==> src/common/array_timer_params.svh <==
/*
   Offsets, field positions, reset values and prescale counts of the
   counter array time base. Assumes an 8-bit special function register
   bus with byte addresses.
*/
`ifndef ARRAY_TIMER_PARAMS_SVH
`define ARRAY_TIMER_PARAMS_SVH

// Register byte addresses
`define CTRL_ADDR 8'hD8
`define MODE_ADDR 8'hD9
`define MMODE0_ADDR 8'hDA
`define AUX0_ADDR 8'hF2
`define CNT_HI_ADDR 8'hF9
`define CNT_LO_ADDR 8'hE9
`define RLD_HI_ADDR 8'hCF
`define RLD_LO_ADDR 8'hCE
`define CMPH0_ADDR 8'hFA
`define CMPL0_ADDR 8'hEA

// Reset values and masks of writable and readable bits
`define REG_RESET 8'h00
`define CTRL_WMASK 8'hC3
`define MODE_WMASK 8'h9F
`define AUX_WMASK 8'hC7
`define COUNT_TOP 16'hFFFF

// Field positions
`define CTRL_OVF_BIT 7
`define CTRL_RUN_BIT 6
`define MODE_IDLE_BIT 7
`define MODE_BME_BIT 4
`define MODE_SRC_LSB 1
`define MODE_ECF_BIT 0
`define AUX_RES_LSB 6
`define AUX_INV_BIT 2
`define AUX_HI9_BIT 1
`define AUX_LO9_BIT 0
`define MM_CAPP_BIT 5
`define MM_CAPN_BIT 4
`define MM_TOG_BIT 2
`define MM_PWM_BIT 1
`define MM_ECF_BIT 0

// System clock prescale counts
`define DIV_SLOW 4'd12
`define DIV_FAST 4'd2

`endif

==> src/common/array_timer_pkg.sv <==
/*
   Types shared by the counter array time base modules.
   Assumes nothing of its surroundings.
*/
package array_timer_pkg;
   // Count source encodings, in field order 000..111
   typedef enum logic [2:0] {
      SRC_DIV12, SRC_DIV2, SRC_TIMER0, SRC_EXT,
      SRC_MIXED, SRC_SYS, SRC_BAUD, SRC_MDIV
   } source_sel_type;
   // Per-module resolution field
   typedef logic [1:0] resolution_type;
endpackage

==> src/common/count_tick_if.sv <==
/*
   Carrier between the time base and its count source selector.
   Assumes both ends share one system clock.
*/
`timescale 1ns/1ps
`default_nettype none
interface count_tick_if;
   import array_timer_pkg::*;
   source_sel_type sel;
   logic tick;
   modport ctrl (output sel, input tick);
   modport gen (input sel, output tick);
endinterface
`default_nettype wire

==> src/logic/count_source_sel.sv <==
/*
   Count source selector: prescaler, pin synchronisers and edge detect,
   one-cycle tick on the selected source.
   Assumes pulse inputs are on the system clock; pins are asynchronous.
*/
`timescale 1ns/1ps
`default_nettype none
`include "array_timer_params.svh"
module count_source_sel import array_timer_pkg::*; (
   input wire logic clk,
   input wire logic resetn,
   input wire logic timer0_ovf,
   input wire logic baud_ovf,
   input wire logic [2:0] pins_raw,
   count_tick_if.gen tif
);
   logic [2:0] sync1_r, sync2_r, prev_r;
   logic [3:0] pre_r, pre_nxt;
   logic half_r, half_nxt, tick_r, tick_nxt;
   logic ext_fall, mix_rise, mdiv_rise;

   // Two-stage synchronisers, one per pin source
   genvar g;
   generate
      for (g = 0; g < 3; g++) begin : g_sync
         always_ff @(posedge clk or negedge resetn) begin
            if (!resetn) begin
               sync1_r[g] <= 1'b0;
               sync2_r[g] <= 1'b0;
               prev_r[g] <= 1'b0;
            end else begin
               sync1_r[g] <= pins_raw[g];
               sync2_r[g] <= sync1_r[g];
               prev_r[g] <= sync2_r[g];
            end
         end
      end
   endgenerate

   // Edges seen only after the second stage
   assign ext_fall = prev_r[0] & ~sync2_r[0];
   // Fast sources are sampled, so their edges must stay resolvable
   assign mix_rise = ~prev_r[1] & sync2_r[1];
   assign mdiv_rise = ~prev_r[2] & sync2_r[2];

   // Prescaler and tick selection
   always_comb begin
      pre_nxt = (pre_r == `DIV_SLOW - 4'd1) ? 4'd0 : pre_r + 4'd1;
      half_nxt = ~half_r;
      case (tif.sel)
         SRC_DIV12: tick_nxt = (pre_r == `DIV_SLOW - 4'd1);
         SRC_DIV2: tick_nxt = half_r;
         SRC_TIMER0: tick_nxt = timer0_ovf;
         SRC_EXT: tick_nxt = ext_fall;
         SRC_MIXED: tick_nxt = mix_rise;
         SRC_SYS: tick_nxt = 1'b1;
         SRC_BAUD: tick_nxt = baud_ovf;
         SRC_MDIV: tick_nxt = mdiv_rise;
         default: tick_nxt = 1'b0;
      endcase
   end

   always_ff @(posedge clk or negedge resetn) begin
      if (!resetn) begin
         pre_r <= 4'd0;
         half_r <= 1'b0;
         tick_r <= 1'b0;
      end else begin
         pre_r <= pre_nxt;
         half_r <= half_nxt;
         tick_r <= tick_nxt;
      end
   end

   assign tif.tick = tick_r;
endmodule
`default_nettype wire

==> src/logic/module_pin_stage.sv <==
/*
   Output stage of one compare/PWM module: optional inversion and
   pin enable. Assumes port logic falls back to GPIO while oe is low.
*/
`timescale 1ns/1ps
`default_nettype none
module module_pin_stage (
   input wire logic clk,
   input wire logic resetn,
   input wire logic cmp_out,
   input wire logic invert,
   input wire logic uses_pin,
   output logic pin_o,
   output logic pin_oe
);
   logic pin_nxt, oe_nxt;

   // Invert before the pin; release the pin when unused
   always_comb begin
      pin_nxt = cmp_out ^ invert;
      oe_nxt = uses_pin;
   end

   always_ff @(posedge clk or negedge resetn) begin
      if (!resetn) begin
         pin_o <= 1'b0;
         pin_oe <= 1'b0;
      end else begin
         pin_o <= pin_nxt;
         pin_oe <= oe_nxt;
      end
   end
endmodule
`default_nettype wire

==> src/logic/array_time_base.sv <==
/*
   Counter array time base: 16-bit auto-reload counter, source select,
   idle gating, flags, interrupt request, per-module auxiliary control.
   Assumes a one-cycle SFR write strobe and read strobe on the system
   clock; module match/capture logic lives outside.
*/
// Operation
// - 16-bit counter reloads from reload pair
// - Three-bit field selects eight count sources
// - External source counts pin falling edges
// - Overflow enable gates overflow flag interrupt
// - Overflow toggles clock out, enabled onto pin
// - Idle gate stops counting during CPU idle
// - Buffer pairing needs both modules qualifying
// - Counter runs only while run bit set
// - Overflow flag sticky, cleared only by software
// - Module events set sticky module flags
// - Resolution field picks per-module overflow point
// - Invert bit inverts module output to pin
// - Auxiliary bits extend compares to nine bits in PWM mode
// - One time base serves two modules
// - Unused module pin stays general purpose
// - Module flag enable gates module interrupt
`timescale 1ns/1ps
`default_nettype none
`include "array_timer_params.svh"
module array_time_base import array_timer_pkg::*; #(
   parameter int NUM_MODULES = 2
) (
   input wire logic CLK,
   input wire logic RESETN,
   input wire logic [7:0] SFR_ADDR,
   input wire logic SFR_WR,
   input wire logic SFR_RD,
   input wire logic [7:0] SFR_WDATA,
   output logic [7:0] SFR_RDATA,
   input wire logic CPU_IDLE,
   input wire logic TIMER0_OVF,
   input wire logic BAUD_OVF,
   input wire logic EXTERNAL_COUNT_PIN,
   input wire logic MIXED_CLOCK_SOURCE,
   input wire logic MASTER_DIVIDER_OUTPUT,
   input wire logic CLOCK_OUT_ENABLE,
   input wire logic [NUM_MODULES-1:0] MODULE_EVENT,
   input wire logic [NUM_MODULES-1:0] MODULE_COMPARE_OUTPUT,
   output logic [15:0] COUNT_VALUE,
   output logic [NUM_MODULES-1:0] RES_OVERFLOW,
   output logic [NUM_MODULES*9-1:0] COMPARE_HIGH9,
   output logic [NUM_MODULES*9-1:0] COMPARE_LOW9,
   output logic BUFFER_PAIR_ACTIVE,
   output logic CLOCK_OUT_O,
   output logic CLOCK_OUT_OE,
   output logic [NUM_MODULES-1:0] MODULE_PIN_O,
   output logic [NUM_MODULES-1:0] MODULE_PIN_OE,
   output logic IRQ
);
   logic [7:0] ctrl_r, ctrl_nxt, mode_r, mode_nxt;
   logic [15:0] cnt_r, cnt_nxt, rld_r, rld_nxt;
   logic [NUM_MODULES-1:0][7:0] aux_r, aux_nxt, mm_r, mm_nxt;
   logic [NUM_MODULES-1:0][7:0] cmph_r, cmph_nxt, cmpl_r, cmpl_nxt;
   logic tog_r, tog_nxt, oe_r, oe_nxt, irq_r, irq_nxt;
   logic bpa_r, bpa_nxt, ovf_evt, cnt_en;
   logic [7:0] rd_r, rd_nxt;
   logic [NUM_MODULES-1:0] resovf_r, resovf_nxt, mod_irq, qual;
   logic [NUM_MODULES*9-1:0] hi9_r, hi9_nxt, lo9_r, lo9_nxt;

   count_tick_if tif ();

   // Source selection and tick generation
   count_source_sel u_src (
      .clk(CLK),
      .resetn(RESETN),
      .timer0_ovf(TIMER0_OVF),
      .baud_ovf(BAUD_OVF),
      .pins_raw({MASTER_DIVIDER_OUTPUT, MIXED_CLOCK_SOURCE, EXTERNAL_COUNT_PIN}),
      .tif(tif.gen)
   );
   assign tif.sel = source_sel_type'(mode_r[`MODE_SRC_LSB +: 3]);

   // Count qualification: tick, run bit and idle gate together
   assign cnt_en = tif.tick & ctrl_r[`CTRL_RUN_BIT]
      & ~(mode_r[`MODE_IDLE_BIT] & CPU_IDLE);

   // True when the low bits chosen by the resolution field are all ones
   function automatic logic res_top(input logic [15:0] c, input resolution_type res);
      case (res)
         2'b00: res_top = &c[7:0];
         2'b01: res_top = &c[9:0];
         2'b10: res_top = &c[11:0];
         default: res_top = &c;
      endcase
   endfunction

   // Counter, register writes and sticky flags
   always_comb begin
      ctrl_nxt = ctrl_r;
      mode_nxt = mode_r;
      cnt_nxt = cnt_r;
      rld_nxt = rld_r;
      aux_nxt = aux_r;
      mm_nxt = mm_r;
      cmph_nxt = cmph_r;
      cmpl_nxt = cmpl_r;
      tog_nxt = tog_r;
      ovf_evt = 1'b0;
      // Rollover from all ones reloads, else step by one
      if (cnt_en) begin
         if (cnt_r == `COUNT_TOP) begin
            cnt_nxt = rld_r;
            ovf_evt = 1'b1;
            tog_nxt = ~tog_r;
         end else begin
            cnt_nxt = cnt_r + 16'h0001;
         end
      end
      // A software write to a count byte wins over a tick for that byte only in that cycle
      if (SFR_WR) begin
         case (SFR_ADDR)
            `CTRL_ADDR: ctrl_nxt = SFR_WDATA & `CTRL_WMASK;
            `MODE_ADDR: mode_nxt = SFR_WDATA & `MODE_WMASK;
            `CNT_HI_ADDR: cnt_nxt[15:8] = SFR_WDATA;
            `CNT_LO_ADDR: cnt_nxt[7:0] = SFR_WDATA;
            `RLD_HI_ADDR: rld_nxt[15:8] = SFR_WDATA;
            `RLD_LO_ADDR: rld_nxt[7:0] = SFR_WDATA;
            default: ;
         endcase
         for (int i = 0; i < NUM_MODULES; i++) begin
            // Reserved auxiliary bits are dropped, they read zero
            if (SFR_ADDR == `AUX0_ADDR + 8'(i))
               aux_nxt[i] = SFR_WDATA & `AUX_WMASK;
            if (SFR_ADDR == `MMODE0_ADDR + 8'(i))
               mm_nxt[i] = SFR_WDATA;
            if (SFR_ADDR == `CMPH0_ADDR + 8'(i))
               cmph_nxt[i] = SFR_WDATA;
            if (SFR_ADDR == `CMPL0_ADDR + 8'(i))
               cmpl_nxt[i] = SFR_WDATA;
         end
      end
      // Hardware sets after the write, so a set beats a clear
      ctrl_nxt[`CTRL_OVF_BIT] = ctrl_nxt[`CTRL_OVF_BIT] | ovf_evt;
      ctrl_nxt[NUM_MODULES-1:0] = ctrl_nxt[NUM_MODULES-1:0] | MODULE_EVENT;
   end

   always_ff @(posedge CLK or negedge RESETN) begin
      if (!RESETN) begin
         ctrl_r <= `REG_RESET;
         mode_r <= `REG_RESET;
         cnt_r <= 16'h0000;
         rld_r <= 16'h0000;
         aux_r <= '0;
         mm_r <= '0;
         cmph_r <= '0;
         cmpl_r <= '0;
         tog_r <= 1'b0;
      end else begin
         ctrl_r <= ctrl_nxt;
         mode_r <= mode_nxt;
         cnt_r <= cnt_nxt;
         rld_r <= rld_nxt;
         aux_r <= aux_nxt;
         mm_r <= mm_nxt;
         cmph_r <= cmph_nxt;
         cmpl_r <= cmpl_nxt;
         tog_r <= tog_nxt;
      end
   end

   // Per-module derived outputs: resolution overflow, nine-bit compares
   genvar m;
   generate
      for (m = 0; m < NUM_MODULES; m++) begin : g_mod
         assign resovf_nxt[m] = cnt_en & res_top(cnt_r,
            resolution_type'(aux_r[m][`AUX_RES_LSB +: 2]));
         // Ninth bit only counts in PWM mode
         assign hi9_nxt[m*9 +: 9] = {aux_r[m][`AUX_HI9_BIT] & mm_r[m][`MM_PWM_BIT],
            cmph_r[m]};
         assign lo9_nxt[m*9 +: 9] = {aux_r[m][`AUX_LO9_BIT] & mm_r[m][`MM_PWM_BIT],
            cmpl_r[m]};
         assign mod_irq[m] = ctrl_r[m] & mm_r[m][`MM_ECF_BIT];
         // Capture on either edge or PWM qualify for pairing
         assign qual[m] = mm_r[m][`MM_PWM_BIT] | mm_r[m][`MM_CAPP_BIT]
            | mm_r[m][`MM_CAPN_BIT];
         module_pin_stage u_pin (
            .clk(CLK),
            .resetn(RESETN),
            .cmp_out(MODULE_COMPARE_OUTPUT[m]),
            .invert(aux_r[m][`AUX_INV_BIT]),
            .uses_pin(mm_r[m][`MM_PWM_BIT] | mm_r[m][`MM_TOG_BIT]),
            .pin_o(MODULE_PIN_O[m]),
            .pin_oe(MODULE_PIN_OE[m])
         );
      end
   endgenerate

   // Interrupt, pairing, clock out and read data
   always_comb begin
      irq_nxt = (ctrl_r[`CTRL_OVF_BIT] & mode_r[`MODE_ECF_BIT]) | (|mod_irq);
      bpa_nxt = mode_r[`MODE_BME_BIT] & (&qual);
      oe_nxt = CLOCK_OUT_ENABLE;
      rd_nxt = rd_r;
      if (SFR_RD) begin
         rd_nxt = 8'h00; // Unmapped addresses read zero
         case (SFR_ADDR)
            `CTRL_ADDR: rd_nxt = ctrl_r;
            `MODE_ADDR: rd_nxt = mode_r;
            `CNT_HI_ADDR: rd_nxt = cnt_r[15:8];
            `CNT_LO_ADDR: rd_nxt = cnt_r[7:0];
            `RLD_HI_ADDR: rd_nxt = rld_r[15:8];
            `RLD_LO_ADDR: rd_nxt = rld_r[7:0];
            default: ;
         endcase
         for (int i = 0; i < NUM_MODULES; i++) begin
            if (SFR_ADDR == `AUX0_ADDR + 8'(i))
               rd_nxt = aux_r[i];
            if (SFR_ADDR == `MMODE0_ADDR + 8'(i))
               rd_nxt = mm_r[i];
            if (SFR_ADDR == `CMPH0_ADDR + 8'(i))
               rd_nxt = cmph_r[i];
            if (SFR_ADDR == `CMPL0_ADDR + 8'(i))
               rd_nxt = cmpl_r[i];
         end
      end
   end

   always_ff @(posedge CLK or negedge RESETN) begin
      if (!RESETN) begin
         irq_r <= 1'b0;
         bpa_r <= 1'b0;
         oe_r <= 1'b0;
         rd_r <= 8'h00;
         resovf_r <= '0;
         hi9_r <= '0;
         lo9_r <= '0;
      end else begin
         irq_r <= irq_nxt;
         bpa_r <= bpa_nxt;
         oe_r <= oe_nxt;
         rd_r <= rd_nxt;
         resovf_r <= resovf_nxt;
         hi9_r <= hi9_nxt;
         lo9_r <= lo9_nxt;
      end
   end

   // Every output comes straight from a flip-flop; count is shared by all modules
   assign COUNT_VALUE = cnt_r;
   assign RES_OVERFLOW = resovf_r;
   assign COMPARE_HIGH9 = hi9_r;
   assign COMPARE_LOW9 = lo9_r;
   assign BUFFER_PAIR_ACTIVE = bpa_r;
   assign CLOCK_OUT_O = tog_r;
   assign CLOCK_OUT_OE = oe_r;
   assign IRQ = irq_r;
   assign SFR_RDATA = rd_r;
endmodule
`default_nettype wire

==> config.mk <==
export PLATFORM = sky130hd
export DESIGN_NAME = array_time_base
export DESIGN_NICKNAME = d
export VERILOG_FILES = /design/src/common/array_timer_pkg.sv /design/src/common/count_tick_if.sv /design/src/logic/count_source_sel.sv /design/src/logic/module_pin_stage.sv /design/src/logic/array_time_base.sv
export VERILOG_INCLUDE_DIRS = /design/src /design/src/common
export SDC_FILE = /design/constraint.sdc
export NUM_CORES = 1
export LEC_CHECK = 0
export BUFFER_PORTS_ARGS = -buffer_cell sky130_fd_sc_hd__buf_2
export CELL_PAD_IN_SITES_DETAIL_PLACEMENT = 0
export CELL_PAD_IN_SITES_GLOBAL_PLACEMENT = 1
export CORE_UTILIZATION = 45
export DETAILED_ROUTE_END_ITERATION = 7
export PLACE_DENSITY_LB_ADDON = 0.1
export REMOVE_ABC_BUFFERS = 1
export SETUP_SLACK_MARGIN = 0.3
export SKIP_LAST_GASP = 1
export SYNTH_ARGS = -nofsm -noshare
export SYNTH_HDL_FRONTEND = slang
export SYNTH_SLANG_ARGS = --single-unit
export TNS_END_PERCENT = 1
==> constraint.sdc <==
create_clock -name CLK -period 2.1 [get_ports CLK]
set_input_delay 0.105 -clock CLK [delete_from_list [all_inputs] [get_ports CLK]]
set_output_delay 0.105 -clock CLK [all_outputs]
set_load 0.1 [all_outputs]
==> impl.org <==
** Run status
- The flow ran to the end, and the final reports show no timing, DRC or antenna violations.

** Drt
- Wire length per cell :: 22.0 microns
- The first detailed-routing pass took 5 iterations.
- The detail route stage leaves a number of antenna-violating nets equal to 0.
- Avg Vias per Cell :: 5.80
- The detailed router finished its first iteration with 439 violations.
- Total via count after detailed routing :: 6168
- Post-detailed-routing wire length :: 23400 microns
- For this run, design rule violations remaining after detail routing come to 0.

** Worst setup path
- Slowest CP cell :: dfrtp_1
- By instance count, the cell type seen most on the critical path is mux2_4.
- In this design, the stage delay of the slowest critical-path cell is 0.41 ns.
- The setup path with the least slack is of type reg2reg.
- Number of cells on the worst reg-to-reg path :: 7
- At the worst endpoint, the required time is 2.42 ns.
- Startpoint type of the worst setup path :: flip-flop
- Ordered list of cells on the worst path :: ha_4 > nand2_2 > nor3_4 > nand3_4 > or2_1 > mux2_4 > mux2_4
- Max Fanout on Critical Path :: 3
- Data arrives at the worst endpoint at 2.18 ns.
- Critical Path End Type :: flip-flop

** Power
- Cell-internal power :: 0.00540 W
- Fraction of power consumed by combinational cells :: 15.6%
- IR Drop Worst-Case VDD :: 563 uV
- Power per cell area :: 840 mW/mm^2
- Leakage :: 4.61 nW
- Clock group share of total power :: 39.8%
- Power dissipated by switching net loads :: 0.00255 W
- Seq pwr share :: 44.5%
- Net switching is 32.1% of the power.

** Logic synthesis
- Portion of netlist area occupied by mux cells :: 12.9%
- Summing every instance area after synthesis gives 0.00773 sq mm.
- By area, the combinational part of the netlist is dominated by compound AO/OA/AOI/OAI gates.
- In this run, synthesis produced a sequential element count of 169.
- Of all flip-flops after synthesis, the portion carrying an async set or reset was 100%.
- Per-instance average area after synthesis :: 11.2 sq um
- Most used flip-flop cell after synthesis :: dfrtp_1
- In the synthesized netlist, the number of instances is 689.
- Share of synthesized cell area in and, or, nand and nor gates :: 13.3%
- Yosys mapped a number of flops with a built-in enable equal to 0.
- Count of yosys warnings during synthesis :: 0
- Share of the synthesized netlist area taken by xor and xnor gates :: 1.02%
- Of the total synthesized cell area, the portion taken by full adders, half adders and majority gates is 0.324%.
- Counting distinct cell types in the post-synthesis netlist gives 76.
- Complex-gate fraction of the synthesized area :: 13.7%
- Sequential cells were found to cover 54.7% of the synthesized design area.

** Placed design
- Placement-stage worst setup slack :: 0.107 ns
- Post-place instance area :: 0.00864 sq mm
- The congestion estimate from routability-driven global placement came to 0.917.
- Cell count after placement :: 1014
- The wire-length estimate of the detail-placed layout is 17100 microns.
- In this run the tool buffered the top-level ports with 100 buffer cells.

** Layout
- Compared with the post-synthesis result, the final layout area differs by 22.5%.
- Share of cells above drive strength 1 :: 33.9%
- The repair_antennas step left the layout with diodes totalling 0.
- The net count of the finished layout is 864.
- Final std cells w/o fill :: 1064
- Finished Cell Area :: 0.00947 sq mm
- After filler insertion, the fill cell instance count of the layout stands at 1493.

** Floorplan
- The die covers 0.0177 sq mm.
- Placeable Area :: 0.0167 sq mm
- Die X-Extent :: 133 microns
- Initial standard-cell utilization of the core :: 46.3%
- In this run the count of I/O pins placed on the die edge is 101.
- The floorplan has 47 rows.
- Chip Height :: 133 microns

** Clock network
- Clock latency on the worst-skew pair :: 0.44 ns
- Clock Sinks :: 169
- The clock passes through at most 2 buffers.
- The H-tree was split into 4 levels.
- The cell sitting at the root of the clock tree is a clkbuf_16.
- Worst-path clk slew :: 0.07 ns
- TritonCTS built the clock tree.
- Clock buffers created by TritonCTS :: 17

** Global route
- Entering global routing, the biggest net connects 61 pins.
- Number of global-route vias before repair :: 6273
- Wire length of the first global-routing pass :: 36900 microns
- The initial antenna violation count came to 1.
- Overall fraction of global-route tracks in use :: 28.0%
- GRT overflow :: 0

** STA
- Minimum period implied by the final worst setup slack :: 1.86 ns
- Final hold viol count :: 0
- Number of max-slew violations in the final report :: 0
- On the final layout, the worst clock skew is 0.0102 ns.
- The worst pin sits at a relative slew slack of 58.1%.
- Worst-margin pin slew :: 0.613 ns
- In the finished design, the share of the clock period the worst path needs comes to 88.4%.
- For this run, the top clock speed supported by timing is 539 MHz.
- Setup repair after global routing could not meet its margin everywhere.
- Endpoints failing setup :: 0
- In the post-route analysis, the smallest setup slack over all paths is 0.244 ns.

** Flow run
- Across the run, the number of max-cap violations was 0.

** Hold path
- Number of cells traversed by the worst hold path :: 3
- The path class of the tightest hold or removal check is in2reg.
-- state kept, by name, indices dropped and copies added, names as in the netlist, 2 cells and up --
name                flops
mode_r                  6
RES_OVERFLOW            2
SFR_RDATA               8
g_mod.u_pin.pin_o       2
mm_r                   16
ctrl_r                  4
COUNT_VALUE            16
u_src.prev_r            3
COMPARE_LOW9           18
u_src.pre_r             4
COMPARE_HIGH9          18
u_src.sync2_r           3
rld_r                  16
aux_r                  10
g_mod.u_pin.pin_oe      2
cmpl_r                 16
cmph_r                 16
u_src.sync1_r           3
-- cell type report --
type | count | area, sq um | share of cell area [%]
flip-flops and latches | 169 | 4230 | 44.7
clock buffers | 17 | 425 | 4.49
clock inverters | 15 | 174 | 1.84
well taps | 220 | 275 | 2.91
repair buffers | 165 | 1050 | 11.1
inverters | 16 | 60.1 | 0.634
multi-input cells | 462 | 3250 | 34.3
-- logic make-up after synthesis --
| family | after synthesis |
|---|---|
| flops | 169 |
| xor+xnor | 9 |
| simple gates | 196 |
| buf+inv | 58 |
| mux | 90 |
| fa+ha+maj | 2 |
| compound gates | 165 |
-- layer usage --
metal	wire, microns	track usage (%)	up-vias
li1	-	-	2799
met5	10	0	-
met2	11500	47.0	220
met3	1100	4.21	41
met4	624	11.2	2
met1	10100	36.4	3106
-- power groups by stage --
stage | sequential [W] | clock [W] | combinational, W
global placement | 0.00359 | 0 | 0.00120
CTS | 0.00354 | 0.00322 | 0.00125
floorplan | 0.00412 | 0 | 0.000231
global route | 0.00356 | 0.00334 | 0.00131
detailed placement | 0.00360 | 0 | 0.00121
finish | 0.00354 | 0.00317 | 0.00124
-- worst max-delay path: cells and delay by family, from the launching register on --
family / cells / cell delay, ns
and+or+nand+nor: 4 / 0.62
adders and majority gates: 1 / 0.16
muxes: 2 / 0.55
DFF: 1 / 0.41
-- cell usage after synthesis (7+ instances only) --
master	number	area, sq um
buf_2	11	55.1
nor2_1	39	146
a31oi_1	8	50.1
inv_1	16	60.1
mux2_2	71	800
o21a_1	7	52.6
clkbuf_1	17	63.8
mux2i_1	17	170
nand2_1	61	229
a21oi_1	32	160
and3_1	7	43.8
nor3_1	7	35.0
xor2_1	7	61.3
o22ai_1	7	43.8
dfrtp_1	169	4230
o21ai_0	54	270
nand3_1	26	130
-- worst paths after layout --
path                                         endpoint                        from  slack [ns]
max                         COUNT_VALUE[14]$_DFF_PN0_    COUNT_VALUE[1]$_DFF_PN0_        0.24
min                          COUNT_VALUE[3]$_DFF_PN0_                SFR_WDATA[3]        0.05
max reg2reg                 COUNT_VALUE[14]$_DFF_PN0_    COUNT_VALUE[1]$_DFF_PN0_        0.24
min reg2reg                u_src.sync2_r[2]$_DFF_PN0_  u_src.sync1_r[2]$_DFF_PN0_        0.35
max in group asynchronous       cmpl_r[7]$_DFFE_PN0P_                      RESETN        1.11
min in group asynchronous      CLOCK_OUT_OE$_DFF_PN0_                      RESETN        0.20
-- metrics by stage --
| step | hold WS [ns] | TNS, ns | power (W) | utilization (%) |
|---|---|---|---|---|
| 2_1_floorplan | -0.191 | -9.36 | 0.00436 | - |
| 3_3_place_gp | 0.116 | 0 | 0.00479 | 51.7 |
| 3_5_place_dp | 0.121 | 0 | 0.00481 | 51.7 |
| 4_1_cts | 0.0406 | 0 | 0.00800 | 56.6 |
| 5_1_grt | 0.0512 | 0 | 0.00820 | 56.7 |
| 6_report | 0.0496 | 0 | 0.00795 | 56.7 |
-- cells in the final DEF (no fill, tap or decap), drive strengths merged, types with 5 or more instances in the layout --
master and instances:
and3 10, o21ai 54, nand3 27, clkbuf 17, xor2 7, and2 7, a211o 6, dfrtp 169
mux2i 17, o21a 7, clkinv 6, inv 24, nor3 9, nand2 61, nand4 6, a21oi 32
nor2 41, o31ai 6, o211ai 5, o22ai 7, a31oi 8, dlygate4sd3 11, nand2b 5, buf 154
mux2 73
-- what timing repair did --
item,CTS,global route
endpoints found under the hold margin,70,0
hold buffers,11,0
setup endpoints to repair,16,17
pin swaps,3,1
buffers inserted,5,2
gates resized for setup,14,0
Power figures use the tool's default switching activity.
